## src/shared/mie_pkg.sv

```systemverilog
/*
  Shared constants, operation codes and the register-state type of the instruction execute block.
  Assumes a single 50 MHz core clock and instructions delivered already decoded, one per request.
*/
package mie_pkg;

  // Widths of the core's datapath
  localparam int PC_W = 12;
  localparam int DATA_W = 8;
  localparam int ADDR_W = 8;
  localparam int STACK_LEVELS = 4;

  // Reset values
  localparam logic [PC_W-1:0] PC_RESET = 12'h000;
  localparam logic [DATA_W-1:0] ACC_RESET = 8'h00;
  localparam logic FLAG_RESET = 1'b0;
  localparam logic GIE_RESET = 1'b0;

  // Cycle counts
  localparam logic [1:0] NORMAL_CYCLES = 2'h1;
  localparam logic [1:0] RETURN_CYCLES = 2'h2;
  localparam logic [1:0] SKIP_CYCLES = 2'h2;

  // Program counter steps
  localparam logic [PC_W-1:0] PC_STEP = 12'h001;
  localparam logic [PC_W-1:0] PC_SKIP_STEP = 12'h002;

  // Decoded operations; the binary codes are this block's own
  typedef enum logic [4:0] {
    OP_NOP = 5'h00,
    OP_JUMP = 5'h01,
    OP_LOAD_MEM = 5'h02,
    OP_LOAD_IMM = 5'h03,
    OP_STORE_ACC = 5'h04,
    OP_OR_MEM = 5'h05,
    OP_OR_IMM = 5'h06,
    OP_OR_TO_MEMORY = 5'h07,
    OP_RETURN = 5'h08,
    OP_RETURN_VALUE = 5'h09,
    OP_INTERRUPT_RETURN = 5'h0a,
    OP_ROT_LEFT = 5'h0b,
    OP_ROT_LEFT_TO_ACC = 5'h0c,
    OP_ROT_LEFT_CARRY = 5'h0d,
    OP_ROT_LEFT_CARRY_TO_ACC = 5'h0e,
    OP_ROT_RIGHT = 5'h0f,
    OP_ROT_RIGHT_TO_ACC = 5'h10,
    OP_ROT_RIGHT_CARRY = 5'h11,
    OP_ROT_RIGHT_CARRY_TO_ACC = 5'h12,
    OP_SUBTRACT_BORROW = 5'h13,
    OP_SUBTRACT_BORROW_TO_MEM = 5'h14,
    OP_DECREMENT_SKIP_ZERO = 5'h15
  } mie_op_t;

  // Every flip-flop of the top module
  typedef struct packed {
    logic [PC_W-1:0] pc;
    logic [DATA_W-1:0] accumulator;
    logic overflow_flag;
    logic zero_flag;
    logic aux_carry_flag;
    logic carry_flag;
    logic global_interrupt_enable;
    logic [STACK_LEVELS-1:0][PC_W-1:0] stack;
    logic [1:0] stack_ptr;
    logic [2:0] stack_depth;
    logic stack_overflow;
    logic stack_underflow;
    logic [1:0] wait_count;
    logic ready;
    logic done;
    logic skip_taken;
    logic [DATA_W-1:0] peek_data;
  } mie_state_t;

endpackage

```

## src/hw/mie_data_mem.sv

```systemverilog
/*
  Data memory of the core: one write port and two asynchronous read ports.
  Assumes the parent supplies at most one write per clock; contents are not reset.
*/
`timescale 1ns/100ps
`default_nettype none
module mie_data_mem (
  // Clock
  input wire logic clk,
  // Write port
  input wire logic wr_en,
  input wire logic [mie_pkg::ADDR_W-1:0] wr_addr,
  input wire logic [mie_pkg::DATA_W-1:0] wr_data,
  // Operand read port
  input wire logic [mie_pkg::ADDR_W-1:0] rd_addr,
  output logic [mie_pkg::DATA_W-1:0] rd_data,
  // Observation read port
  input wire logic [mie_pkg::ADDR_W-1:0] peek_addr,
  output logic [mie_pkg::DATA_W-1:0] peek_data
);
  import mie_pkg::*;

  // Full 256-byte space kept so any address decodes; low bytes act as plain storage here
  logic [DATA_W-1:0] mem [0:(1<<ADDR_W)-1];

  always_ff @(posedge clk) begin
    if (wr_en) begin
      mem[wr_addr] <= wr_data;
    end
  end

  assign rd_data = mem[rd_addr];
  assign peek_data = mem[peek_addr];

endmodule
`default_nettype wire

```

## src/hw/mie_execute.sv

```systemverilog
/*
  Execute stage of the 8-bit core for moves, OR, returns, rotates, subtract with borrow
  and decrement-skip-if-zero, with the program counter, accumulator, flags and return stack.
  Assumes instructions arrive already decoded and synchronous to clk; the caller holds a
  request until it sees ready high in the same cycle.
*/
`timescale 1ns/100ps
`default_nettype none

// Functional notes
// RULE1: Jump loads the program counter with the target; flags stay.
// RULE2: Memory-to-accumulator move copies the byte; flags stay.
// RULE3: Immediate move loads the 8-bit constant into the accumulator; flags stay.
// RULE4: Accumulator store writes the accumulator to memory; flags stay.
// RULE5: No-operation only advances the program counter by one.
// RULE6: OR with memory or immediate into accumulator; only zero flag updates.
// RULE7: OR into memory writes the result back; only zero flag updates.
// RULE8: Subroutine return pops the program counter, takes two cycles, no flags.
// RULE9: Return-with-value pops the program counter and loads the immediate.
// RULE10: Interrupt return pops the program counter and sets global interrupt enable.
// RULE11: Rotate left writes memory with bit 7 into bit 0; no flags.
// RULE12: Rotate left to accumulator; memory and flags unchanged.
// RULE13: Rotate left through carry into memory; only carry changes.
// RULE14: Rotate left through carry to accumulator; carry from bit 7; memory kept.
// RULE15: Rotate right writes memory with bit 0 into bit 7; no flags.
// RULE16: Rotate right to accumulator; memory and flags unchanged.
// RULE17: Rotate right through carry into memory; only carry changes.
// RULE18: Rotate right through carry to accumulator; carry from bit 0; memory kept.
// RULE19: Subtract memory and inverted carry from accumulator; four flags update.
// RULE20: Same subtraction written to memory; four flags update.
// RULE21: Decrement memory; zero result skips next instruction, two cycles, else one.
// RULE22: Flags an instruction does not list keep their previous values.
module mie_execute (
  // Clock and reset
  input wire logic clk,
  input wire logic reset_n,
  // Decoded instruction request
  input wire logic instr_valid,
  input wire mie_pkg::mie_op_t instr_op,
  input wire logic [mie_pkg::ADDR_W-1:0] instr_addr,
  input wire logic [mie_pkg::DATA_W-1:0] instr_imm,
  input wire logic [mie_pkg::PC_W-1:0] instr_target,
  output logic instr_ready,
  output logic instr_done,
  output logic skip_taken,
  // Stack entry from call and interrupt logic
  input wire logic push_valid,
  input wire logic [mie_pkg::PC_W-1:0] push_addr,
  input wire logic gie_clear,
  input wire logic stack_error_clear,
  // Core state
  output logic [mie_pkg::PC_W-1:0] pc,
  output logic [mie_pkg::DATA_W-1:0] accumulator,
  output logic overflow_flag,
  output logic zero_flag,
  output logic aux_carry_flag,
  output logic carry_flag,
  output logic global_interrupt_enable,
  output logic [2:0] stack_depth,
  output logic stack_overflow,
  output logic stack_underflow,
  // Memory observation
  input wire logic [mie_pkg::ADDR_W-1:0] peek_addr,
  output logic [mie_pkg::DATA_W-1:0] peek_data
);
  import mie_pkg::*;

  mie_state_t cur;
  mie_state_t next_cur;

  logic take;
  logic do_push;
  logic mem_we;
  logic [DATA_W-1:0] mem_wdata;
  logic [DATA_W-1:0] mem_rdata;
  logic [DATA_W-1:0] mem_peek;
  logic [DATA_W-1:0] sub_result;
  logic sub_carry;
  logic sub_aux;
  logic sub_ovf;
  logic sub_zero;
  logic [DATA_W-1:0] dec_value;
  logic [DATA_W-1:0] or_value;
  logic [DATA_W:0] rot_c;

  // Rotates shared by the memory and accumulator forms
  function automatic logic [DATA_W-1:0] rot_left(input logic [DATA_W-1:0] b);
    rot_left = {b[6:0], b[7]};
  endfunction

  function automatic logic [DATA_W-1:0] rot_right(input logic [DATA_W-1:0] b);
    rot_right = {b[0], b[7:1]};
  endfunction

  // Nine-bit loop: top bit of the answer is the new carry
  function automatic logic [DATA_W:0] rot_left_carry(input logic [DATA_W-1:0] b, input logic c);
    rot_left_carry = {b[7], b[6:0], c};
  endfunction

  function automatic logic [DATA_W:0] rot_right_carry(input logic [DATA_W-1:0] b, input logic c);
    rot_right_carry = {b[0], c, b[7:1]};
  endfunction

  function automatic logic is_zero(input logic [DATA_W-1:0] b);
    is_zero = (b == 8'h00);
  endfunction

  // Asynchronous reads give the operand in the taking cycle
  mie_data_mem u_mem (
    .clk(clk),
    .wr_en(mem_we),
    .wr_addr(instr_addr),
    .wr_data(mem_wdata),
    .rd_addr(instr_addr),
    .rd_data(mem_rdata),
    .peek_addr(peek_addr),
    .peek_data(mem_peek)
  );

  // One adder for both subtract forms keeps their flags alike
  mie_sub_borrow u_sub (
    .a(cur.accumulator),
    .m(mem_rdata),
    .carry_in(cur.carry_flag),
    .result(sub_result),
    .carry_out(sub_carry),
    .aux_carry_out(sub_aux),
    .overflow_out(sub_ovf),
    .zero_out(sub_zero)
  );

  // Shared results, selected only by the operations that own them
  assign dec_value = mem_rdata - 8'h01;
  assign or_value = cur.accumulator | mem_rdata;

  // A push takes the cycle so stack pointer and memory never see two owners at once
  assign do_push = cur.ready && push_valid;
  assign take = cur.ready && instr_valid && !push_valid;

  always_comb begin
    next_cur = cur;
    mem_we = 1'b0;
    mem_wdata = cur.accumulator;
    rot_c = 9'h000;
    next_cur.done = 1'b0;
    next_cur.skip_taken = 1'b0;
    next_cur.peek_data = mem_peek;

    // Dummy cycle of a two-cycle instruction runs down here
    if (cur.wait_count != 2'h0) begin
      next_cur.wait_count = cur.wait_count - 2'h1;
    end

    // Clears come first so a set in the same cycle wins
    if (gie_clear) begin
      next_cur.global_interrupt_enable = 1'b0;
    end
    if (stack_error_clear) begin
      next_cur.stack_overflow = 1'b0;
      next_cur.stack_underflow = 1'b0;
    end

    // Full stack overwrites its oldest entry, as a circular stack does
    if (do_push) begin
      next_cur.stack_ptr = cur.stack_ptr + 2'h1;
      next_cur.stack[cur.stack_ptr + 2'h1] = push_addr;
      if (cur.stack_depth == 3'h4) begin
        next_cur.stack_overflow = 1'b1;
      end else begin
        next_cur.stack_depth = cur.stack_depth + 3'h1;
      end
    end

    // Operations act at the taking edge
    if (take) begin
      next_cur.done = 1'b1;
      next_cur.pc = cur.pc + PC_STEP;
      next_cur.wait_count = NORMAL_CYCLES - 2'h1;
      // Flags are copied from cur above and only touched where an operation owns them (see RULE22)
      case (instr_op)
        OP_NOP: begin
          next_cur.pc = cur.pc + PC_STEP; // see RULE5
        end
        OP_JUMP: begin
          next_cur.pc = instr_target; // see RULE1
        end
        OP_LOAD_MEM: begin
          next_cur.accumulator = mem_rdata; // see RULE2
        end
        OP_LOAD_IMM: begin
          next_cur.accumulator = instr_imm; // see RULE3
        end
        OP_STORE_ACC: begin
          mem_we = 1'b1; // see RULE4
          mem_wdata = cur.accumulator;
        end
        OP_OR_MEM: begin
          next_cur.accumulator = or_value; // see RULE6
          next_cur.zero_flag = is_zero(or_value);
        end
        OP_OR_IMM: begin
          next_cur.accumulator = cur.accumulator | instr_imm; // see RULE6
          next_cur.zero_flag = is_zero(cur.accumulator | instr_imm);
        end
        OP_OR_TO_MEMORY: begin
          mem_we = 1'b1; // see RULE7
          mem_wdata = or_value;
          next_cur.zero_flag = is_zero(or_value);
        end
        OP_RETURN, OP_RETURN_VALUE, OP_INTERRUPT_RETURN: begin
          // Pop from an empty stack still reads the top slot but is recorded
          next_cur.pc = cur.stack[cur.stack_ptr]; // see RULE8
          next_cur.stack_ptr = cur.stack_ptr - 2'h1;
          next_cur.wait_count = RETURN_CYCLES - 2'h1; // see RULE8
          if (cur.stack_depth == 3'h0) begin
            next_cur.stack_underflow = 1'b1;
          end else begin
            next_cur.stack_depth = cur.stack_depth - 3'h1;
          end
          if (instr_op == OP_RETURN_VALUE) begin
            next_cur.accumulator = instr_imm; // see RULE9
          end
          if (instr_op == OP_INTERRUPT_RETURN) begin
            next_cur.global_interrupt_enable = 1'b1; // see RULE10
          end
        end
        OP_ROT_LEFT: begin
          mem_we = 1'b1; // see RULE11
          mem_wdata = rot_left(mem_rdata);
        end
        OP_ROT_LEFT_TO_ACC: begin
          next_cur.accumulator = rot_left(mem_rdata); // see RULE12
        end
        OP_ROT_LEFT_CARRY: begin
          rot_c = rot_left_carry(mem_rdata, cur.carry_flag); // see RULE13
          mem_we = 1'b1;
          mem_wdata = rot_c[DATA_W-1:0];
          next_cur.carry_flag = rot_c[DATA_W];
        end
        OP_ROT_LEFT_CARRY_TO_ACC: begin
          rot_c = rot_left_carry(mem_rdata, cur.carry_flag); // see RULE14
          next_cur.accumulator = rot_c[DATA_W-1:0];
          next_cur.carry_flag = rot_c[DATA_W];
        end
        OP_ROT_RIGHT: begin
          mem_we = 1'b1; // see RULE15
          mem_wdata = rot_right(mem_rdata);
        end
        OP_ROT_RIGHT_TO_ACC: begin
          next_cur.accumulator = rot_right(mem_rdata); // see RULE16
        end
        OP_ROT_RIGHT_CARRY: begin
          rot_c = rot_right_carry(mem_rdata, cur.carry_flag); // see RULE17
          mem_we = 1'b1;
          mem_wdata = rot_c[DATA_W-1:0];
          next_cur.carry_flag = rot_c[DATA_W];
        end
        OP_ROT_RIGHT_CARRY_TO_ACC: begin
          rot_c = rot_right_carry(mem_rdata, cur.carry_flag); // see RULE18
          next_cur.accumulator = rot_c[DATA_W-1:0];
          next_cur.carry_flag = rot_c[DATA_W];
        end
        // Set carry means no borrow
        OP_SUBTRACT_BORROW: begin
          next_cur.accumulator = sub_result; // see RULE19
          next_cur.overflow_flag = sub_ovf;
          next_cur.zero_flag = sub_zero;
          next_cur.aux_carry_flag = sub_aux;
          next_cur.carry_flag = sub_carry;
        end
        OP_SUBTRACT_BORROW_TO_MEM: begin
          mem_we = 1'b1; // see RULE20
          mem_wdata = sub_result;
          next_cur.overflow_flag = sub_ovf;
          next_cur.zero_flag = sub_zero;
          next_cur.aux_carry_flag = sub_aux;
          next_cur.carry_flag = sub_carry;
        end
        OP_DECREMENT_SKIP_ZERO: begin
          mem_we = 1'b1; // see RULE21
          mem_wdata = dec_value;
          // Prefetched successor is dropped by stepping past it and inserting a dummy cycle
          if (is_zero(dec_value)) begin
            next_cur.pc = cur.pc + PC_SKIP_STEP; // see RULE21
            next_cur.skip_taken = 1'b1;
            next_cur.wait_count = SKIP_CYCLES - 2'h1;
          end
        end
        default: begin
          // Codes outside this block behave as a no-operation so the program counter never stalls
          next_cur.pc = cur.pc + PC_STEP;
        end
      endcase
    end

    // Registered ready: no path from request to ready
    next_cur.ready = (next_cur.wait_count == 2'h0);
  end

  // Memory is not reset: a byte must be written before it is read
  always_ff @(posedge clk or negedge reset_n) begin
    if (!reset_n) begin
      cur.pc <= PC_RESET;
      cur.accumulator <= ACC_RESET;
      cur.overflow_flag <= FLAG_RESET;
      cur.zero_flag <= FLAG_RESET;
      cur.aux_carry_flag <= FLAG_RESET;
      cur.carry_flag <= FLAG_RESET;
      cur.global_interrupt_enable <= GIE_RESET;
      cur.stack <= '0;
      cur.stack_ptr <= 2'h0;
      cur.stack_depth <= 3'h0;
      cur.stack_overflow <= 1'b0;
      cur.stack_underflow <= 1'b0;
      cur.wait_count <= 2'h0;
      cur.ready <= 1'b1;
      cur.done <= 1'b0;
      cur.skip_taken <= 1'b0;
      cur.peek_data <= 8'h00;
    end else begin
      cur <= next_cur;
    end
  end

  // Outputs are bits of the registered state
  assign instr_ready = cur.ready;
  assign instr_done = cur.done;
  assign skip_taken = cur.skip_taken;
  assign pc = cur.pc;
  assign accumulator = cur.accumulator;
  assign overflow_flag = cur.overflow_flag;
  assign zero_flag = cur.zero_flag;
  assign aux_carry_flag = cur.aux_carry_flag;
  assign carry_flag = cur.carry_flag;
  assign global_interrupt_enable = cur.global_interrupt_enable;
  assign stack_depth = cur.stack_depth;
  assign stack_overflow = cur.stack_overflow;
  assign stack_underflow = cur.stack_underflow;
  assign peek_data = cur.peek_data;

endmodule
`default_nettype wire

```

## src/hw/mie_sub_borrow.sv

```systemverilog
/*
  Combinational subtract-with-borrow: a + ~m + carry, with all four arithmetic flags.
  Assumes carry_in is the current carry flag, where a set carry means no borrow.
*/
`timescale 1ns/100ps
`default_nettype none
module mie_sub_borrow (
  // Operands
  input wire logic [mie_pkg::DATA_W-1:0] a,
  input wire logic [mie_pkg::DATA_W-1:0] m,
  input wire logic carry_in,
  // Result and flags
  output logic [mie_pkg::DATA_W-1:0] result,
  output logic carry_out,
  output logic aux_carry_out,
  output logic overflow_out,
  output logic zero_out
);
  import mie_pkg::*;

  logic [DATA_W:0] full_sum;
  logic [4:0] low_sum;
  logic [DATA_W-1:0] m_inv;

  assign m_inv = ~m;
  assign full_sum = {1'b0, a} + {1'b0, m_inv} + {8'h00, carry_in};
  assign low_sum = {1'b0, a[3:0]} + {1'b0, m_inv[3:0]} + {4'h0, carry_in};
  assign result = full_sum[DATA_W-1:0];
  assign carry_out = full_sum[DATA_W];
  assign aux_carry_out = low_sum[4];
  // Signed overflow: operands of like sign giving a result of the other sign
  assign overflow_out = (a[7] == m_inv[7]) && (full_sum[7] != a[7]);
  assign zero_out = (full_sum[DATA_W-1:0] == 8'h00);

endmodule
`default_nettype wire

```

## config.mk

```make
export PLATFORM = sky130hd
export DESIGN_NAME = mie_execute
export DESIGN_NICKNAME = d
export VERILOG_FILES = /design/src/shared/mie_pkg.sv /design/src/hw/mie_data_mem.sv /design/src/hw/mie_execute.sv /design/src/hw/mie_sub_borrow.sv
export SDC_FILE = /design/constraint.sdc
export NUM_CORES = 2
export LEC_CHECK = 0
export BUFFER_PORTS_ARGS = -buffer_cell sky130_fd_sc_hd__buf_2
export CAP_MARGIN = 10
export CORE_ASPECT_RATIO = 0.9
export CORE_MARGIN = 3
export CORE_UTILIZATION = 27
export CTS_CLUSTER_SIZE = 12
export DETAILED_ROUTE_END_ITERATION = 16
export PLACE_DENSITY = 0.47
export SYNTH_ARGS = -nofsm -noshare
export SYNTH_HDL_FRONTEND = slang
export SYNTH_SLANG_ARGS = --single-unit
```

## constraint.sdc

```tcl
create_clock -name clk -period 16.14 [get_ports clk]
set_clock_uncertainty 0.2 [all_clocks]
set_input_delay 3.228 -clock clk [delete_from_list [all_inputs] [get_ports clk]]
set_output_delay 3.228 -clock clk [all_outputs]
set_load 0.02 [all_outputs]
```

[Word level (Yosys, flattened, before mapping)]
Memory sizes are Yosys's and may differ from the RTL's. A register that Yosys moved wholly into a read port is not among the register bits.
Index checks and enable logic that the tools add are counted.
W data, S select, Z words.
Storage, ports and cells
  flip-flop bits (word level): 85
  RAM bits: 2048
  output and inout port bits: 41
  word-level logic and storage cells: 127
  memories: 1
Memories
  u_mem.mem: depth 256, bits a word 8, read ports 2, clocked after Yosys merged registers in 1, wr ports 1, RTL line mie_data_mem.sv:24  | logic [DATA_W-1:0] mem [0:(1<<ADDR_W)-1];
Cells by class
  add/subtract/negate cells: 12
  magnitude comparators: 3
  equality and inequality tests: 25
  muxes and demuxes: 37
  bitwise gates (word level): 3
  reduce and logical (&&, ||, !) cells: 27
Operators with widths (number)
  $pmux W8 S10: 1
  $pmux W8 S7: 1
  $bwmux W48: 1
  $eq A5 B4 Y1 const B: 8
  $mux W12: 3
  $pmux W12 S3: 1
  $logic_not A8 Y1: 4
  $eq A5 B5 Y1 const B: 6
  $bmux W12 S2: 1
  $demux W12 S2: 1
  $eq A5 B3 Y1 const B: 4
  $mux W8: 2
  $or A8 B8 Y8: 2
  $mux W1: 14
  $add A12 B1 Y12 const B: 1
  $add A12 B2 Y12 const B: 1
  $eq A5 B2 Y1 const B: 2
  $mux W5: 2
  $reduce_bool A10 Y1: 1
  $add A8 B8 Y9: 1
  $add A9 B1 Y9: 1
  $mux W3: 3
  $not A8 Y8: 1
  $reduce_or A2 Y1: 4
  28 further kinds: 41

[Depth between registers and ports, before layout]
An unclocked memory read counts as a cell.
  word-level depth: 7
  mapped depth: 29

[By module]
Synthesis repeated with hierarchy kept, for this count alone.
Unflattened totals
  cell total of the unflattened synthesis: 5563
  area, all modules: 103334.1 um^2
Modules (own cells, without submodules)
  mie_data_mem: times used 1, cells an instance 4831, area each 96652.7 um^2, seq. area each 61499.0 um^2
  mie_execute: times used 1, cells an instance 679, area each 6276.0 um^2, seq. area each 2328.5 um^2
  mie_sub_borrow: times used 1, cells an instance 53, area each 405.4 um^2, seq. area each 0.0 um^2

[Worst setup path before layout]
Ideal clock, no wire load.
  path type: input to register
  start point: input instr_addr[0] (netlist name)
  end point: memory u_mem.mem[0][7], data pin
  library setup time: 1731 ps
  arrival: 14644 ps
  path slack: -435 ps
  stages: 24
  path buffers: 7
  cells stage by stage: buf_6 > buf_12 > buf_12 > buf_12 > buf_12 > buf_12 > mux4_2 > mux4_2 > a21o_1 > a211oi_1 > a41o_1 > buf_6 > ha_1 > inv_1 > a21oi_1 > o21bai_1 > a21oi_1 > nor2_1 > nor2_1 > nor2_1 > nor2_1 > xor2_1 > a21oi_1 > a31oi_1
Between the ends
  cells in the longest elaborated chain, start to end: 6
Ends and longest elaborated chain
  start: declaration: RTL line mie_execute.sv:40  | input wire logic [mie_pkg::ADDR_W-1:0] instr_addr,
  $mem_v2 Z256 W8 (*)
  $not A8 Y8: RTL line mie_sub_borrow.sv:25  | assign m_inv = ~m;
  $add A8 B8 Y9: RTL line mie_sub_borrow.sv:26  | assign full_sum = {1'b0, a} + {1'b0, m_inv} + {8'h00, carry_in};
  $add A9 B1 Y9: RTL line mie_sub_borrow.sv:26
  $pmux W8 S7 (*): RTL line mie_execute.sv:180  | case (instr_op)
  $mux W8 (*): RTL line mie_execute.sv:175  | if (take) begin
  named net mem_wdata[7]: RTL line mie_execute.sv:74  | logic [DATA_W-1:0] mem_wdata;
  end: declaration: RTL line mie_data_mem.sv:24
The timed path passes the listed nets; every way through them passes the cells marked *.

[Worst setup path after layout]
  start point: input instr_addr[2] (netlist name)
  end point: memory u_mem.mem[84][6], data pin
Same word-level chain as after synthesis.

==> results.txt <==
The number of filler instances in the final layout is 36100. The proportion of netlist area held by the largest area contributor is 0.602. The tree built by TritonCTS fans out to 2141 sinks.

The count of antenna-violating nets left after detailed routing came out at 0. Counting instances, the worst hold path has a depth of 1. The relative slew slack came out at 0.0911. The die width came out at around 650 um. The number of cell rows came out at between 200 and 250. In the finished design, the share of the clock period the worst path needs comes to 0.743. Of the cells placed in the final design, the portion with a size suffix greater than 1 is 0.361. The library cell with the largest summed area after synthesis is sky130_fd_sc_hd__edfxtp_1.

The clock-pin slew of the registers on the worst-case setup and hold paths is 0.05 ns. The class of the most critical hold timing path is reg2reg. The instance area at placement is 0.109 sq mm. The worst IR drop on VDD is ~0.00016 V. The max-slew violation count is 0. Of all flip-flops after synthesis, the portion carrying an async set or reset was 0.0434.

The critical path contains buffers and inverters numbering 6 combined. Along the worst path, the maximum fanout reaches between 80 and 90. Synthesis produced approximately 5200 cells. The met3 usage is 0.0377.

After synthesis the cells add up to around 0.1 sq mm. The worst reg-to-reg path cell count came out at 20. Walking the worst path, the cells encountered are buf_4 > buf_4 > nor2b_4 > buf_4 > a22oi_1 > a21oi_1 > o41ai_1 > nand3b_1 > inv_1 > fa_1 > fa_1 > a21oi_1 > nor2_1 > nor2_1 > o21bai_1 > a21oi_1 > xnor2_1 > o221ai_1 > a2111oi_0 > nor2_4 > buf_4 > buf_4. The total via count in the routed design is 59800. The worst endpoint data arrival time came out at between 10 and 15 ns.

Derived from the worst setup path, the maximum achievable clock frequency is around 0.083 GHz. The met1 track demand over resource in global routing came out at 0.277. In the post-synthesis netlist, the biggest area contributors are sky130_fd_sc_hd__edfxtp_1 60%, sky130_fd_sc_hd__mux4_2 26%, sky130_fd_sc_hd__dfrtp_1 2.3%. The post-placement setup slack is 3.39 ns. The worst endpoint required time came out at around 17 ns.

In the final timing run, aggregate negative setup slack is 0 ns. The number of global-route vias before repair came out at 58600. Of the synthesized area, sequential elements account for 0.625.

Post-CTS timing repair inserted 0 buffers for setup. The number of port buffers came out at 99. The number of enable flip-flop cells after synthesis came out at 2048.

The total non-filler cell area in the finished layout is 0.117 sq mm. The per-cell via count in the routed design came out at between 5 and 6. The number of hold-repair buffers added at the cts stage came out at 0. The height of the die is ~590 um. The final-report hold violation count is 0.

The slowest stage of the critical path belongs to the cell sky130_fd_sc_hd__buf_4. The total setup violations reported at the end of the flow came out at 0. At the pin with the least slew margin, the transition time is 1.36 ns. For this run, global-route usage on met2 was measured as 0.300. The cell that appears most often on the critical path is sky130_fd_sc_hd__buf_4.

The average cell area after synthesis came out at around 20 sq um. The deepest level of the CTS H-tree came out at 4. The routed design has around 380000 um of wire. The post-synth net total is approximately 5300. The power density normalized to cell area is about 120 mW/mm^2. The overall power of the completed layout came out at 14.1 mW. The most utilized layer in the global route result is met2. The pin count of the biggest net entering global routing is 204. The layout overhead on the synthesized area is 14.1%. In this run the static leakage power is roughly 36 nW. The tree is rooted in a sky130_fd_sc_hd__clkbuf_16.

The final worst slack is 4.14 ns. The die covers roughly 0.39 sq mm. The number of DRC markers in iteration 0 is around 8700. The critical path depth in cells came out at 22. The kind of cell adding the most delay to the critical path is buffers and inverters.

Clock latency on the worst-skew pair, taken at its later pin, is between 0.9 and 1 ns. Once detailed placement completed, the half-perimeter wirelength came to 252000 um. In the synthesized netlist the dominant register cell turns out to be sky130_fd_sc_hd__edfxtp_1. The global-route wire length before repair is between 500000 and 600000 um.

The synthesized flop and latch total is 2141. The final hold slack came out at between 0.2 and 0.25 ns. The initial antenna violation count came to 30.

The kind of end point of the critical path is a flip-flop. The maximum root-to-sink buffer count came out at 4. The area of the core is between 0.3 and 0.4 sq mm.

In the routed design, unresolved DRC markers number 0. The flow ran to the end, and the final reports show no timing, DRC or antenna violations. The routed length per instance is roughly 36 um. The total grt overflow is 0.

Pin placement for this block handled 100 I/O pins. Routability-driven placement finished with a final weighted congestion of approximately 0.86. The number of maximum-capacitance violations is 0.

The count of nets after finishing is approximately 5400. The count of TritonRoute iterations in the first routing pass is 5. The critical path is of the in2reg type. Setup repair after global routing left no endpoint under its margin. The number of distinct standard cells referenced by the synthesized netlist came out at between 90 and 100.

Yosys printed 0 warnings. The element type at the critical path start is an input pin. The initial utilization of the core area, before any placement, comes to 0.272. The maximum cell stage delay along the critical path is a little over 0.8 ns. The number of gates resized after CTS came out at 0. The worst path in the final design needs a cycle of approximately 12 ns, including I/O delays and setup. The footprint of the multi-input gates is between 0.03 and 0.04 sq mm. The CTS buffer count came out at around 240. The storage element area is approximately 0.064 sq mm. The total global routing track utilization came out at 0.194. The clock tree from TritonCTS is yes.
where the power goes:
part / internal, mW / switching (mW) / total (mW) / leakage, nW
Combinational: 0.629 / 1.39 / 2.02 / 12.8
Clock: 3.00 / 2.30 / 5.30 / 3.61
Sequential: 6.69 / 0.0974 / 6.79 / 19.5
worst paths after layout:
kind	start	endpoint	slack, ns
worst max-delay path	instr_addr[2]	u_mem.mem[84][6]$_DFFE_PP_	4.14
worst max register to register	u_mem.mem[187][0]$_DFFE_PP_	u_mem.mem[84][6]$_DFFE_PP_	7.64
worst min register to register	cur[12]$_DFF_PN0_	instr_ready$_DFF_PN1_	0.24
max in group asynchronous	reset_n	cur[42]$_DFFE_PN0P_	12.30
min in group asynchronous	reset_n	peek_data[2]$_DFF_PN0_	2.10
worst min-delay path	cur[12]$_DFF_PN0_	instr_ready$_DFF_PN1_	0.24
synthesized netlist by cell type, types with 8 or more instances:
cell type,n
sky130_fd_sc_hd__a221oi_1,18
sky130_fd_sc_hd__buf_1,76
sky130_fd_sc_hd__nand2b_1,22
sky130_fd_sc_hd__buf_4,66
sky130_fd_sc_hd__buf_12,16
sky130_fd_sc_hd__a31oi_1,18
sky130_fd_sc_hd__mux4_1,38
sky130_fd_sc_hd__nand4_1,15
sky130_fd_sc_hd__mux2_2,58
sky130_fd_sc_hd__o31ai_1,8
sky130_fd_sc_hd__buf_2,60
sky130_fd_sc_hd__mux2i_1,121
sky130_fd_sc_hd__edfxtp_1,2048
sky130_fd_sc_hd__a211oi_1,19
sky130_fd_sc_hd__nor2b_1,14
sky130_fd_sc_hd__clkbuf_1,202
sky130_fd_sc_hd__mux4_2,1163
sky130_fd_sc_hd__nor3_1,20
sky130_fd_sc_hd__inv_1,35
sky130_fd_sc_hd__xnor2_1,15
sky130_fd_sc_hd__dfrtp_1,92
sky130_fd_sc_hd__buf_6,13
sky130_fd_sc_hd__o221ai_1,20
sky130_fd_sc_hd__o22ai_1,22
sky130_fd_sc_hd__ha_1,26
sky130_fd_sc_hd__o211ai_1,9
sky130_fd_sc_hd__nand3_1,47
sky130_fd_sc_hd__a22o_1,9
sky130_fd_sc_hd__nor4_1,14
sky130_fd_sc_hd__a21oi_1,97
sky130_fd_sc_hd__nor2_1,355
sky130_fd_sc_hd__o21ai_0,45
sky130_fd_sc_hd__and3_1,11
sky130_fd_sc_hd__a22oi_1,121
sky130_fd_sc_hd__nand2_1,121
flip-flops by register name (all words and copies together), names as in the netlist:
signal,count
carry_flag,1
cur,52
stack_overflow,1
skip_taken,1
peek_data,8
stack_underflow,1
zero_flag,1
global_interrupt_enable,1
stack_depth,3
accumulator,8
instr_ready,1
u_mem.mem,2048
pc,12
instr_done,1
aux_carry_flag,1
overflow_flag,1
kinds of logic (layout without fill, tap and decap cells):
family | after synthesis | count (layout) | synth area share
flops | 2141 | 2141 | 0.625
mux | 1381 | 1381 | 0.285
simple gates | 663 | 663 | 0.0291
buf+inv | 478 | 852 | 0.0249
compound gates | 453 | 453 | 0.0308
fa+ha+maj | 28 | 28 | 0.00358
xor+xnor | 23 | 23 | 0.00205
other cells | 0 | 18 | 0
per-stage QoR:
| step | cells | utilization |
|---|---|---|
| 6_report | 10500 | 0.311 |
| 3_5_place_dp | 10100 | 0.291 |
| 4_1_cts | 10500 | 0.310 |
| 5_1_grt | 10500 | 0.310 |
| 3_3_place_gp | 10100 | 0.291 |
| 2_1_floorplan | 5167 | - |
placed cells by master, fill, tap and decap left out, drive strengths merged, types with 9 or more instances in the layout:
cell | netlist | layout
nand3 | 47 | 47
a31oi | 18 | 18
a221oi | 18 | 18
nor4 | 15 | 15
ha | 26 | 26
dfrtp | 92 | 92
a22oi | 121 | 121
edfxtp | 2048 | 2048
buf | 236 | 383
a22o | 9 | 9
mux2 | 58 | 58
bufinv | 0 | 16
o22ai | 22 | 22
mux2i | 122 | 122
mux4 | 1201 | 1201
diode | 0 | 18
xnor2 | 15 | 15
clkinv | 3 | 110
and3 | 12 | 12
nand4 | 17 | 17
a21oi | 97 | 97
a211oi | 20 | 20
o211ai | 9 | 9
inv | 36 | 42
o21ai | 51 | 51
nor2b | 14 | 14
nor3 | 20 | 20
nand2b | 22 | 22
clkbuf | 203 | 293
o221ai | 20 | 20
nand2 | 124 | 124
nor2 | 356 | 356
final cells by class:
type	count	share of cell area
Antenna cell	18	0.000387
Clock buffer	293	0.0540
Clock inverter	137	0.00942
Inverter	39	0.00131
Multi-Input combinational cell	2548	0.309
Sequential cell	2141	0.548
Tap cell	4945	0.0531
Timing Repair Buffer	383	0.0251
per-layer routing:
layer / wire length [um] / share of wire
met2: 176000 / 0.46
met5: 42 / 0.00011
met1: 160000 / 0.42
met3: 34100 / 0.089
met4: 12700 / 0.033
Power figures use the tool's default switching activity.
